**src/core/ccp_pkg.sv**
```systemverilog
package ccp_pkg;
  // register offsets on the 12-bit serial address
  localparam logic [11:0] SOFTWARE_RESET_ADDR = 12'h000;
  localparam logic [11:0] OUTPUT_INTERFACE_CONFIG_ADDR = 12'h007;
  localparam logic [11:0] BLOCK_POWER_DOWN_ADDR = 12'h008;
  localparam logic [11:0] OUTPUT_BUFFER_POWER_DOWN_ADDR = 12'h009;

  // value after reset of every register
  localparam logic [7:0] REG_RESET_VALUE = 8'h00;

  // software_reset fields
  localparam int RESET_BIT = 0;

  // output_interface_config fields
  localparam int LANE_MAP_MSB = 7;
  localparam int LANE_MAP_LSB = 5;
  localparam int MODE_OVERRIDE_BIT = 3;
  localparam int MODE_SELECT_MSB = 2;
  localparam int MODE_SELECT_LSB = 0;

  // block_power_down fields
  localparam int SAMPLE_CLOCK_BUFFER_OFF_BIT = 5;
  localparam int REFERENCE_AMP_OFF_BIT = 4;
  localparam int FIRST_CHANNEL_OFF_BIT = 2;
  localparam int SECOND_CHANNEL_OFF_BIT = 1;
  localparam int GLOBAL_POWERDOWN_BIT = 0;

  // output_buffer_power_down fields
  localparam int FRAME_CLOCK_OUTPUT_OFF_BIT = 5;
  localparam int BIT_CLOCK_OUTPUT_OFF_BIT = 4;
  localparam int FIRST_CHANNEL_LANE1_OFF_BIT = 3;
  localparam int FIRST_CHANNEL_LANE0_OFF_BIT = 2;
  localparam int SECOND_CHANNEL_LANE1_OFF_BIT = 1;
  localparam int SECOND_CHANNEL_LANE0_OFF_BIT = 0;

  // lane mapping codes
  localparam logic [2:0] LANE_MAP_NONE = 3'h0;
  localparam logic [2:0] LANE_MAP_TWO_WIRE_18_14 = 3'h1;
  localparam logic [2:0] LANE_MAP_TWO_WIRE_16 = 3'h2;
  localparam logic [2:0] LANE_MAP_ONE_WIRE = 3'h3;
  localparam logic [2:0] LANE_MAP_HALF_WIRE = 3'h4;

  // output mode codes
  localparam logic [2:0] MODE_TWO_WIRE = 3'h3;
  localparam logic [2:0] MODE_ONE_WIRE = 3'h4;
  localparam logic [2:0] MODE_HALF_WIRE = 3'h5;

  // serial frame: read flag, three spare bits, 12 address bits, 8 data bits
  localparam int FRAME_BITS = 24;
  localparam logic [4:0] LAST_BIT_INDEX = 5'h17;
  localparam logic [4:0] LAST_ADDR_BIT_INDEX = 5'h0f;
endpackage

```
**src/core/ccp_serial_port.sv**
```systemverilog
`timescale 1ns/1ps
module ccp_serial_port
  import ccp_pkg::*;
(
  // clock and reset
  input wire logic clock,
  input wire logic rst_n,
  // serial pins
  input wire logic senN,
  input wire logic sdataIn,
  output logic sdataOut,
  // register side
  output logic writeStrobe,
  output logic [11:0] writeAddr,
  output logic [7:0] writeData,
  output logic [11:0] readAddr,
  input wire logic [7:0] readData
);
  logic [22:0] shiftIn;
  logic [4:0] bitIndex;
  logic [7:0] shiftOut;
  logic readFlag16;

  // address seen once the 16th bit is on the pin
  assign readAddr = {shiftIn[10:0], sdataIn};
  assign readFlag16 = shiftIn[14];
  assign sdataOut = shiftOut[7];

  // shift in and count; an idle enable restarts the frame
  always_ff @(posedge clock or negedge rst_n) begin
    if (!rst_n) begin
      shiftIn <= 23'h000000;
      bitIndex <= 5'h00;
    end else if (senN) begin
      bitIndex <= 5'h00;
    end else begin
      shiftIn <= {shiftIn[21:0], sdataIn};
      if (bitIndex != LAST_BIT_INDEX) begin
        bitIndex <= bitIndex + 5'h01;
      end else begin
        bitIndex <= 5'h00;
      end
    end
  end

  // write strobe after the last data bit of a write frame
  always_ff @(posedge clock or negedge rst_n) begin
    if (!rst_n) begin
      writeStrobe <= 1'b0;
      writeAddr <= 12'h000;
      writeData <= 8'h00;
    end else begin
      writeStrobe <= !senN && bitIndex == LAST_BIT_INDEX && !shiftIn[22];
      if (!senN && bitIndex == LAST_BIT_INDEX) begin
        writeAddr <= shiftIn[18:7];
        writeData <= {shiftIn[6:0], sdataIn};
      end
    end
  end

  // read data loaded after the address, then shifted out msb first
  always_ff @(posedge clock or negedge rst_n) begin
    if (!rst_n) begin
      shiftOut <= 8'h00;
    end else if (senN) begin
      shiftOut <= 8'h00;
    end else if (bitIndex == LAST_ADDR_BIT_INDEX && readFlag16) begin
      shiftOut <= readData;
    end else begin
      shiftOut <= {shiftOut[6:0], 1'b0};
    end
  end
endmodule

```
**src/core/ccp_regs.sv**
```systemverilog
`timescale 1ns/1ps
module ccp_regs
  import ccp_pkg::*;
(
  // serial clock and reset
  input wire logic clock,
  input wire logic rst_n,
  // serial programming pins
  input wire logic senN,
  input wire logic sdataIn,
  output logic sdataOut,
  // fuse defaults and fuse load command
  input wire logic [2:0] fuseLaneMapping,
  input wire logic [2:0] fuseOutputMode,
  input wire logic fuseLoadCmd,
  // global power-down mask
  input wire logic maskClockBuffer,
  input wire logic maskReferenceAmp,
  input wire logic maskBandgapDisable,
  // active interface setting
  output logic [2:0] laneBitMapping,
  output logic [2:0] outputMode,
  // analog power controls
  output logic sampleClockBufferOff,
  output logic referenceAmpOff,
  output logic firstChannelOff,
  output logic secondChannelOff,
  output logic bandgapOff,
  // output buffer power controls
  output logic frameClockOutputOff,
  output logic bitClockOutputOff,
  output logic firstChannelLane0Off,
  output logic firstChannelLane1Off,
  output logic secondChannelLane0Off,
  output logic secondChannelLane1Off
);
  logic writeStrobe;
  logic [11:0] writeAddr;
  logic [7:0] writeData;
  logic [11:0] readAddr;
  logic [7:0] readData;
  logic [7:1] resetSpare;
  logic [7:0] interfaceConfig;
  logic [7:0] blockPowerDown;
  logic [7:0] bufferPowerDown;
  logic softResetHit;
  logic fusesLoaded;
  logic [2:0] defaultMode;
  logic globalOn;

  ccp_serial_port serialPort (
    .clock(clock),
    .rst_n(rst_n),
    .senN(senN),
    .sdataIn(sdataIn),
    .sdataOut(sdataOut),
    .writeStrobe(writeStrobe),
    .writeAddr(writeAddr),
    .writeData(writeData),
    .readAddr(readAddr),
    .readData(readData)
  );

  assign softResetHit = writeStrobe && writeAddr == SOFTWARE_RESET_ADDR
    && writeData[RESET_BIT];

  // register writes; reserved bits kept as ordinary storage
  always_ff @(posedge clock or negedge rst_n) begin
    if (!rst_n) begin
      resetSpare <= 7'h00;
      interfaceConfig <= REG_RESET_VALUE;
      blockPowerDown <= REG_RESET_VALUE;
      bufferPowerDown <= REG_RESET_VALUE;
    end else if (softResetHit) begin
      resetSpare <= 7'h00;
      interfaceConfig <= REG_RESET_VALUE;
      blockPowerDown <= REG_RESET_VALUE;
      bufferPowerDown <= REG_RESET_VALUE;
    end else if (writeStrobe) begin
      if (writeAddr == SOFTWARE_RESET_ADDR) begin
        resetSpare <= writeData[7:1];
      end else if (writeAddr == OUTPUT_INTERFACE_CONFIG_ADDR) begin
        interfaceConfig <= writeData;
      end else if (writeAddr == BLOCK_POWER_DOWN_ADDR) begin
        blockPowerDown <= writeData;
      end else if (writeAddr == OUTPUT_BUFFER_POWER_DOWN_ADDR) begin
        bufferPowerDown <= writeData;
      end
    end else if (fuseLoadCmd) begin
      // fuse load wipes the power-down registers, but keeps the interface setup
      blockPowerDown <= REG_RESET_VALUE;
      bufferPowerDown <= REG_RESET_VALUE;
    end
  end

  // read mux; the reset bit always reads back zero
  always_comb begin
    readData = 8'h00;
    if (readAddr == SOFTWARE_RESET_ADDR) begin
      readData = {resetSpare, 1'b0};
    end else if (readAddr == OUTPUT_INTERFACE_CONFIG_ADDR) begin
      readData = interfaceConfig;
    end else if (readAddr == BLOCK_POWER_DOWN_ADDR) begin
      readData = blockPowerDown;
    end else if (readAddr == OUTPUT_BUFFER_POWER_DOWN_ADDR) begin
      readData = bufferPowerDown;
    end
  end

  // fuse defaults are caught after reset release, never under reset
  always_ff @(posedge clock or negedge rst_n) begin
    if (!rst_n) begin
      fusesLoaded <= 1'b0;
      defaultMode <= 3'h0;
    end else if (softResetHit) begin
      fusesLoaded <= 1'b0;
    end else if (!fusesLoaded) begin
      fusesLoaded <= 1'b1;
      defaultMode <= fuseOutputMode;
    end
  end

  // active lane mapping: fuse default, replaced by a fuse load; a soft reset brings back the fuse default
  always_ff @(posedge clock or negedge rst_n) begin
    if (!rst_n) begin
      laneBitMapping <= LANE_MAP_NONE;
    end else if (!fusesLoaded) begin
      laneBitMapping <= fuseLaneMapping;
    end else if (fuseLoadCmd) begin
      // unused codes fall back to the fuse mapping
      if (interfaceConfig[LANE_MAP_MSB:LANE_MAP_LSB] >= LANE_MAP_TWO_WIRE_18_14
          && interfaceConfig[LANE_MAP_MSB:LANE_MAP_LSB] <= LANE_MAP_HALF_WIRE) begin
        laneBitMapping <= interfaceConfig[LANE_MAP_MSB:LANE_MAP_LSB];
      end else begin
        laneBitMapping <= fuseLaneMapping;
      end
    end
  end

  // active output mode; unused select codes fall back to the default
  always_ff @(posedge clock or negedge rst_n) begin
    if (!rst_n) begin
      outputMode <= 3'h0;
    end else if (!fusesLoaded) begin
      outputMode <= fuseOutputMode;
    end else if (interfaceConfig[MODE_OVERRIDE_BIT]
        && (interfaceConfig[MODE_SELECT_MSB:MODE_SELECT_LSB] == MODE_TWO_WIRE
        || interfaceConfig[MODE_SELECT_MSB:MODE_SELECT_LSB] == MODE_ONE_WIRE
        || interfaceConfig[MODE_SELECT_MSB:MODE_SELECT_LSB] == MODE_HALF_WIRE)) begin
      outputMode <= interfaceConfig[MODE_SELECT_MSB:MODE_SELECT_LSB];
    end else begin
      outputMode <= defaultMode;
    end
  end

  assign globalOn = blockPowerDown[GLOBAL_POWERDOWN_BIT];

  // analog power controls merged with the global request; clock buffer and reference amp masked, channels unmasked, bandgap global only
  always_ff @(posedge clock or negedge rst_n) begin
    if (!rst_n) begin
      sampleClockBufferOff <= 1'b0;
      referenceAmpOff <= 1'b0;
      firstChannelOff <= 1'b0;
      secondChannelOff <= 1'b0;
      bandgapOff <= 1'b0;
    end else begin
      sampleClockBufferOff <= blockPowerDown[SAMPLE_CLOCK_BUFFER_OFF_BIT]
        || (globalOn && !maskClockBuffer);
      referenceAmpOff <= blockPowerDown[REFERENCE_AMP_OFF_BIT]
        || (globalOn && !maskReferenceAmp);
      firstChannelOff <= blockPowerDown[FIRST_CHANNEL_OFF_BIT] || globalOn;
      secondChannelOff <= blockPowerDown[SECOND_CHANNEL_OFF_BIT] || globalOn;
      bandgapOff <= globalOn && maskBandgapDisable;
    end
  end

  // output buffers follow their own bits only, whatever the mode
  always_ff @(posedge clock or negedge rst_n) begin
    if (!rst_n) begin
      frameClockOutputOff <= 1'b0;
      bitClockOutputOff <= 1'b0;
      firstChannelLane0Off <= 1'b0;
      firstChannelLane1Off <= 1'b0;
      secondChannelLane0Off <= 1'b0;
      secondChannelLane1Off <= 1'b0;
    end else begin
      frameClockOutputOff <= bufferPowerDown[FRAME_CLOCK_OUTPUT_OFF_BIT];
      bitClockOutputOff <= bufferPowerDown[BIT_CLOCK_OUTPUT_OFF_BIT];
      firstChannelLane0Off <= bufferPowerDown[FIRST_CHANNEL_LANE0_OFF_BIT];
      firstChannelLane1Off <= bufferPowerDown[FIRST_CHANNEL_LANE1_OFF_BIT];
      secondChannelLane0Off <= bufferPowerDown[SECOND_CHANNEL_LANE0_OFF_BIT];
      secondChannelLane1Off <= bufferPowerDown[SECOND_CHANNEL_LANE1_OFF_BIT];
    end
  end

  a_reset_clears: assert property (@(posedge clock) disable iff (!rst_n)
    softResetHit |=> interfaceConfig == 8'h00 && blockPowerDown == 8'h00
      && bufferPowerDown == 8'h00 && !fusesLoaded ##1 laneBitMapping == $past(fuseLaneMapping))
    else $error("soft reset did not restore defaults");

  a_map_hold: assert property (@(posedge clock) disable iff (!rst_n)
    fusesLoaded && !fuseLoadCmd && !softResetHit |=> $stable(laneBitMapping))
    else $error("lane mapping changed without fuse load");

  a_map_load: assert property (@(posedge clock) disable iff (!rst_n)
    fusesLoaded && fuseLoadCmd && !softResetHit
      && interfaceConfig[7:5] == 3'h3 |=> laneBitMapping == 3'h3)
    else $error("fuse load did not apply lane mapping");

  a_mode_default: assert property (@(posedge clock) disable iff (!rst_n)
    fusesLoaded && !softResetHit && !interfaceConfig[3] |=> outputMode == $past(defaultMode))
    else $error("mode changed without override");

  a_mode_select: assert property (@(posedge clock) disable iff (!rst_n)
    fusesLoaded && interfaceConfig[3:0] == 4'hd |=> outputMode == 3'h5)
    else $error("half wire mode not applied");

  a_clkbuf_off: assert property (@(posedge clock) disable iff (!rst_n)
    blockPowerDown[0] && !maskClockBuffer ##1 blockPowerDown[0] |-> sampleClockBufferOff)
    else $error("global power-down missed clock buffer");

  a_channel_off: assert property (@(posedge clock) disable iff (!rst_n)
    $rose(blockPowerDown[2]) |=> firstChannelOff)
    else $error("first channel power-down late");

  a_lane_own: assert property (@(posedge clock) disable iff (!rst_n)
    ##1 firstChannelLane1Off == $past(bufferPowerDown[3])
      && secondChannelLane0Off == $past(bufferPowerDown[0]))
    else $error("lane buffer does not follow its own bit");
endmodule

```
**config.mk**
```make
export PLATFORM = sky130hd
export DESIGN_NAME = ccp_regs
export DESIGN_NICKNAME = d
export VERILOG_FILES = /design/src/core/ccp_pkg.sv /design/src/core/ccp_serial_port.sv /design/src/core/ccp_regs.sv
export SDC_FILE = /design/constraint.sdc
export NUM_CORES = 1
export LEC_CHECK = 0
export BUFFER_PORTS_ARGS = -buffer_cell sky130_fd_sc_hd__buf_2
export CAP_MARGIN = 15
export CORE_AREA = 2 2 97 99
export DETAILED_ROUTE_END_ITERATION = 8
export DIE_AREA = 0 0 99 101
export GPL_TIMING_DRIVEN = 0
export PLACE_DENSITY = 0.7
export SYNTH_ARGS = -nofsm -noshare
export SYNTH_HDL_FRONTEND = slang
export SYNTH_SLANG_ARGS = --single-unit
```
**constraint.sdc**
```tcl
create_clock -name clock -period 2.45 [get_ports clock]
set_input_delay 0.49 -clock clock [delete_from_list [all_inputs] [get_ports clock]]
set_output_delay 0.49 -clock clock [all_outputs]
set_load 0.005 [all_outputs]
```
==> metrics.log <==
INFO  metric routed-via-count = 2961
INFO  metric setup_repair_after_global_routing_missed_its_margin = no
INFO  metric fp.dieArea = roughly 0.01 mm²
INFO  metric cap_violations = 0
INFO  metric final_cell_count_without_fillers = ~520
INFO  metric finalHoldViolCount = 0
INFO  metric routedWlPerCell = between 15 and 20 µm
INFO  metric rows = 35
INFO  metric place_inst = 508
INFO  metric drt-pass1-iter-count = 4
INFO  metric route.antenna.remaining_nets = 0
INFO  metric switching_share = 0.252
INFO  metric synth_area_leaders = sky130_fd_sc_hd__dfrtp_1 (59%), sky130_fd_sc_hd__mux2_2 (12%), sky130_fd_sc_hd__nand2_1 (2.5%)
INFO  metric total_nets_final = 424
INFO  metric synth-main-ff-cell = sky130_fd_sc_hd__dfrtp_1
INFO  metric clock_latency = 360 ps
INFO  metric start_kind = flip-flop
INFO  metric count_of_port_buffers_added_during_placement = 31
INFO  metric htreeDepth = 3
INFO  metric place_congestion = 0.806
INFO  metric layout_min_cycle_time = 2090 ps
INFO  metric vdd.ir_drop.worst = 0.000426 V
INFO  metric synth_enable_flop_cells = 0
INFO  metric power.net_switching = 899 µW
INFO  metric worst_setup_path_startpoint = serialPort.bitIndex[0]$_DFF_PN0_
INFO  metric first_pass_grt_wire_length = 15200 µm
INFO  metric antenna_cells = 0
INFO  metric post_synth.cell_area_avg = approximately 13 µm²
INFO  metric cts_root_cell = sky130_fd_sc_hd__clkbuf_8
INFO  metric hp-class = primary input to async pin
INFO  metric synthDominantAreaCellType = sky130_fd_sc_hd__dfrtp_1
INFO  metric global_route_usage_over_all_layers = 0.196
INFO  metric finClkSkew = 11.3 ps
INFO  metric comb_power_share = 0.086
INFO  metric internal_power = 2680 µW
INFO  metric power.static_leakage = 0.00246 µW
INFO  metric slew-limit-headroom = 0.543
INFO  metric share_of_flip_flops_with_an_asynchronous_set_or_reset = 1.00
INFO  metric synth.distinct_cells = 55
INFO  metric postCtsHoldBufs = 0
INFO  metric max_freq = 480 MHz
INFO  metric syn-cell-area = between 0.004 and 0.005 mm²
INFO  metric ys_warn_count = 0
INFO  metric ff2ff_path_depth = 8
INFO  metric remaining_global_route_overflow = 0
INFO  metric worst-endpoint-required = 2730 ps
INFO  metric die_x = 99 µm
INFO  metric vias_per_cell = 5.65
INFO  metric n_fill_cell = 730
INFO  metric dpl.hpwl = 6170 µm
INFO  metric antenna_found_initial = 0
INFO  metric pin_count_of_the_biggest_net_entering_global_routing = 74
INFO  metric synth_top_area_frac = 0.588
INFO  metric cts_resized = 0
INFO  metric route.final.wire_length = 8850 µm
INFO  metric dieHeight = 101 µm
INFO  metric timing.final.crit_share = 0.851
INFO  metric synth-seq-cells = 109
INFO  metric critical_path.reg2reg.startpoint = serialPort.bitIndex[0]$_DFF_PN0_
INFO  metric count_of_final_max_slew_check_failures = 0
INFO  metric start_util = 0.517
INFO  metric cp_data_arrival_time = 2360 ps
INFO  metric clkPwrFrac = 0.321
INFO  metric initialDrtViolationCount = between 100 and 150
INFO  metric transition_time_at_the_pin_with_the_least_slew_margin = 686 ps
INFO  metric synth-seq-area-share = 0.588
INFO  metric floorplan.io_pins = 32
INFO  metric ctsLongestPathBuffers = 2
INFO  metric power.density = 690 mW/mm²
INFO  metric worst_setup_path_end_kind = flip-flop
INFO  metric max_fanout_on_critical_path = 7
INFO  metric drt_drc_violations_left = 0
INFO  metric p_total = 3570 µW
INFO  metric design.core.area = 0.00898 mm²
INFO  metric clock_sink_count = 109
INFO  metric setup_violations = 0
INFO  metric cts_tree = built
INFO  metric postCtsSetupRepairBufs = 0
INFO  metric sequentialPowerShare = 0.592
INFO  metric number_of_buffers_added_by_the_clock_tree_synthesis_step = 9
INFO  metric cts.clk_slew.worst_paths = about 110 ps
INFO  metric synth_cells = approximately 370
INFO  metric run_status = complete, no violations
INFO  metric layout-area-overhead-vs-synth = 11.6%
INFO  metric ratio_of_cells_with_drive_above_1_in_the_final_layout = 0.329
INFO  metric syn-num-nets = around 380
INFO  metric timing_worst_setup_path_type = flip-flop to flip-flop
INFO  metric first_global_vias = 3048
worst max-delay path, stage by stage, from the launching register on:
cell	delay (ps)
sky130_fd_sc_hd__dfrtp_1	380
sky130_fd_sc_hd__ha_1	220
sky130_fd_sc_hd__and3_1	170
sky130_fd_sc_hd__ha_1	170
sky130_fd_sc_hd__nor4bb_1	260
sky130_fd_sc_hd__and4_1	250
sky130_fd_sc_hd__clkbuf_1	300
sky130_fd_sc_hd__a22oi_1	120
sky130_fd_sc_hd__o21ai_0	130
cells by family after synthesis:
| group | after synthesis | share of synthesized area |
|---|---|---|
| compound gates | 72 | 0.108 |
| xor+xnor | 4 | 0.00755 |
| fa+ha+maj | 2 | 0.00539 |
| buf+inv | 21 | 0.0216 |
| flops | 109 | 0.588 |
| mux | 54 | 0.133 |
| simple gates | 103 | 0.136 |
placed cells by master, fill, tap and decap left out, types with 2 or more instances in the layout:
cell	instances
sky130_fd_sc_hd__a21o_1	2
sky130_fd_sc_hd__a21oi_1	7
sky130_fd_sc_hd__a22o_1	8
sky130_fd_sc_hd__a22o_2	8
sky130_fd_sc_hd__a22oi_1	14
sky130_fd_sc_hd__a31oi_1	2
sky130_fd_sc_hd__and2_1	2
sky130_fd_sc_hd__and3_1	2
sky130_fd_sc_hd__and4_2	2
sky130_fd_sc_hd__buf_1	2
sky130_fd_sc_hd__buf_2	37
sky130_fd_sc_hd__buf_4	2
sky130_fd_sc_hd__clkbuf_1	3
sky130_fd_sc_hd__clkbuf_8	10
sky130_fd_sc_hd__dfrtp_1	109
sky130_fd_sc_hd__ha_1	2
sky130_fd_sc_hd__inv_1	6
sky130_fd_sc_hd__inv_6	3
sky130_fd_sc_hd__mux2_2	50
sky130_fd_sc_hd__mux2_4	3
sky130_fd_sc_hd__nand2_1	31
sky130_fd_sc_hd__nand2b_1	13
sky130_fd_sc_hd__nand3_1	4
sky130_fd_sc_hd__nand4_1	3
sky130_fd_sc_hd__nand4b_1	3
sky130_fd_sc_hd__nor2_1	16
sky130_fd_sc_hd__nor2b_1	3
sky130_fd_sc_hd__nor3_1	3
sky130_fd_sc_hd__nor3b_1	2
sky130_fd_sc_hd__nor4_1	2
sky130_fd_sc_hd__nor4_4	3
sky130_fd_sc_hd__nor4bb_1	2
sky130_fd_sc_hd__o21ai_0	20
sky130_fd_sc_hd__o21ai_1	3
sky130_fd_sc_hd__o22ai_1	2
sky130_fd_sc_hd__or2_2	2
sky130_fd_sc_hd__xor2_1	3
per-layer routing:
metal,vias to the layer above,share of wire,track usage
met5,-,0,0
met2,60,0.49,0.320
met3,15,0.029,0.0284
met4,0,0.021,0.0875
met1,1480,0.46,0.262
li1,1406,-,-
through the flow:
step	utilization	cell area, µm²	setup slack [ps]	hold slack (ps)	setup TNS, ps
after floorplan	-	4640	693	194	0
after global placement	0.550	4930	-279	390	-29340
after detailed placement	0.553	4960	374	396	0
after CTS	0.577	5180	344	77.4	0
after global routing	0.577	5180	101	86.4	0
final	0.577	5180	365	67.4	0
path summary, 6_finish.rpt:
kind                                                       end  slack (ps)
max                           serialPort.shiftOut[3]$_DFF_PN0_         360
min                                  firstChannelOff$_DFF_PN0_          70
max reg2reg                   serialPort.shiftOut[3]$_DFF_PN0_         360
min reg2reg                     firstChannelLane1Off$_DFF_PN0_         410
max in group asynchronous  serialPort.writeAddr[7]$_DFFE_PN0P_        1660
min in group clock                        bandgapOff$_DFF_PN0_         330
final cells by class:
cell class / count / area [µm²] / share of cell area
sequential: 109 / 2730 / 0.527
multi-input combinational: 235 / 1810 / 0.350
timing repair buffer: 32 / 185 / 0.0358
tap: 111 / 139 / 0.0268
clock buffer: 10 / 138 / 0.0266
buffer: 15 / 77.6 / 0.0150
clock inverter: 6 / 76.3 / 0.0147
inverter: 6 / 22.5 / 0.00435
state kept, by name, summed over array words and instances, names as in the netlist, 3 cells and up:
signal	cells
resetSpare	7
bufferPowerDown	8
serialPort.writeAddr	12
blockPowerDown	8
serialPort.shiftOut	8
serialPort.writeData	8
serialPort.bitIndex	5
outputMode	3
serialPort.shiftIn	23
interfaceConfig	8
laneBitMapping	3
defaultMode	3
cells in the mapped netlist (2+ instances only):
master,count
sky130_fd_sc_hd__a21o_1,2
sky130_fd_sc_hd__a21oi_1,7
sky130_fd_sc_hd__a22o_1,8
sky130_fd_sc_hd__a22o_2,8
sky130_fd_sc_hd__a22oi_1,14
sky130_fd_sc_hd__a31oi_1,2
sky130_fd_sc_hd__and2_1,2
sky130_fd_sc_hd__and3_1,2
sky130_fd_sc_hd__and4_2,2
sky130_fd_sc_hd__buf_1,2
sky130_fd_sc_hd__buf_2,7
sky130_fd_sc_hd__clkbuf_1,3
sky130_fd_sc_hd__dfrtp_1,109
sky130_fd_sc_hd__ha_1,2
sky130_fd_sc_hd__inv_1,6
sky130_fd_sc_hd__mux2_2,50
sky130_fd_sc_hd__mux2_4,3
sky130_fd_sc_hd__nand2_1,31
sky130_fd_sc_hd__nand2b_1,13
sky130_fd_sc_hd__nand3_1,4
sky130_fd_sc_hd__nand4_1,3
sky130_fd_sc_hd__nand4b_1,3
sky130_fd_sc_hd__nor2_1,16
sky130_fd_sc_hd__nor2b_1,3
sky130_fd_sc_hd__nor3_1,3
sky130_fd_sc_hd__nor3b_1,2
sky130_fd_sc_hd__nor4_1,2
sky130_fd_sc_hd__nor4_4,3
sky130_fd_sc_hd__nor4bb_1,2
sky130_fd_sc_hd__o21ai_0,20
sky130_fd_sc_hd__o21ai_1,3
sky130_fd_sc_hd__o22ai_1,2
sky130_fd_sc_hd__or2_2,2
sky130_fd_sc_hd__xor2_1,3
power groups by stage:
stage | Combinational [µW] | Clock, µW | Sequential [µW]
after detailed placement | 314 | 0 | 2160
after global placement | 298 | 0 | 2150
after global routing | 355 | 1250 | 2150
after CTS | 316 | 1180 | 2120
after floorplan | 219 | 0 | 2100
final | 308 | 1150 | 2120
(Power assumes the default switching activity.)
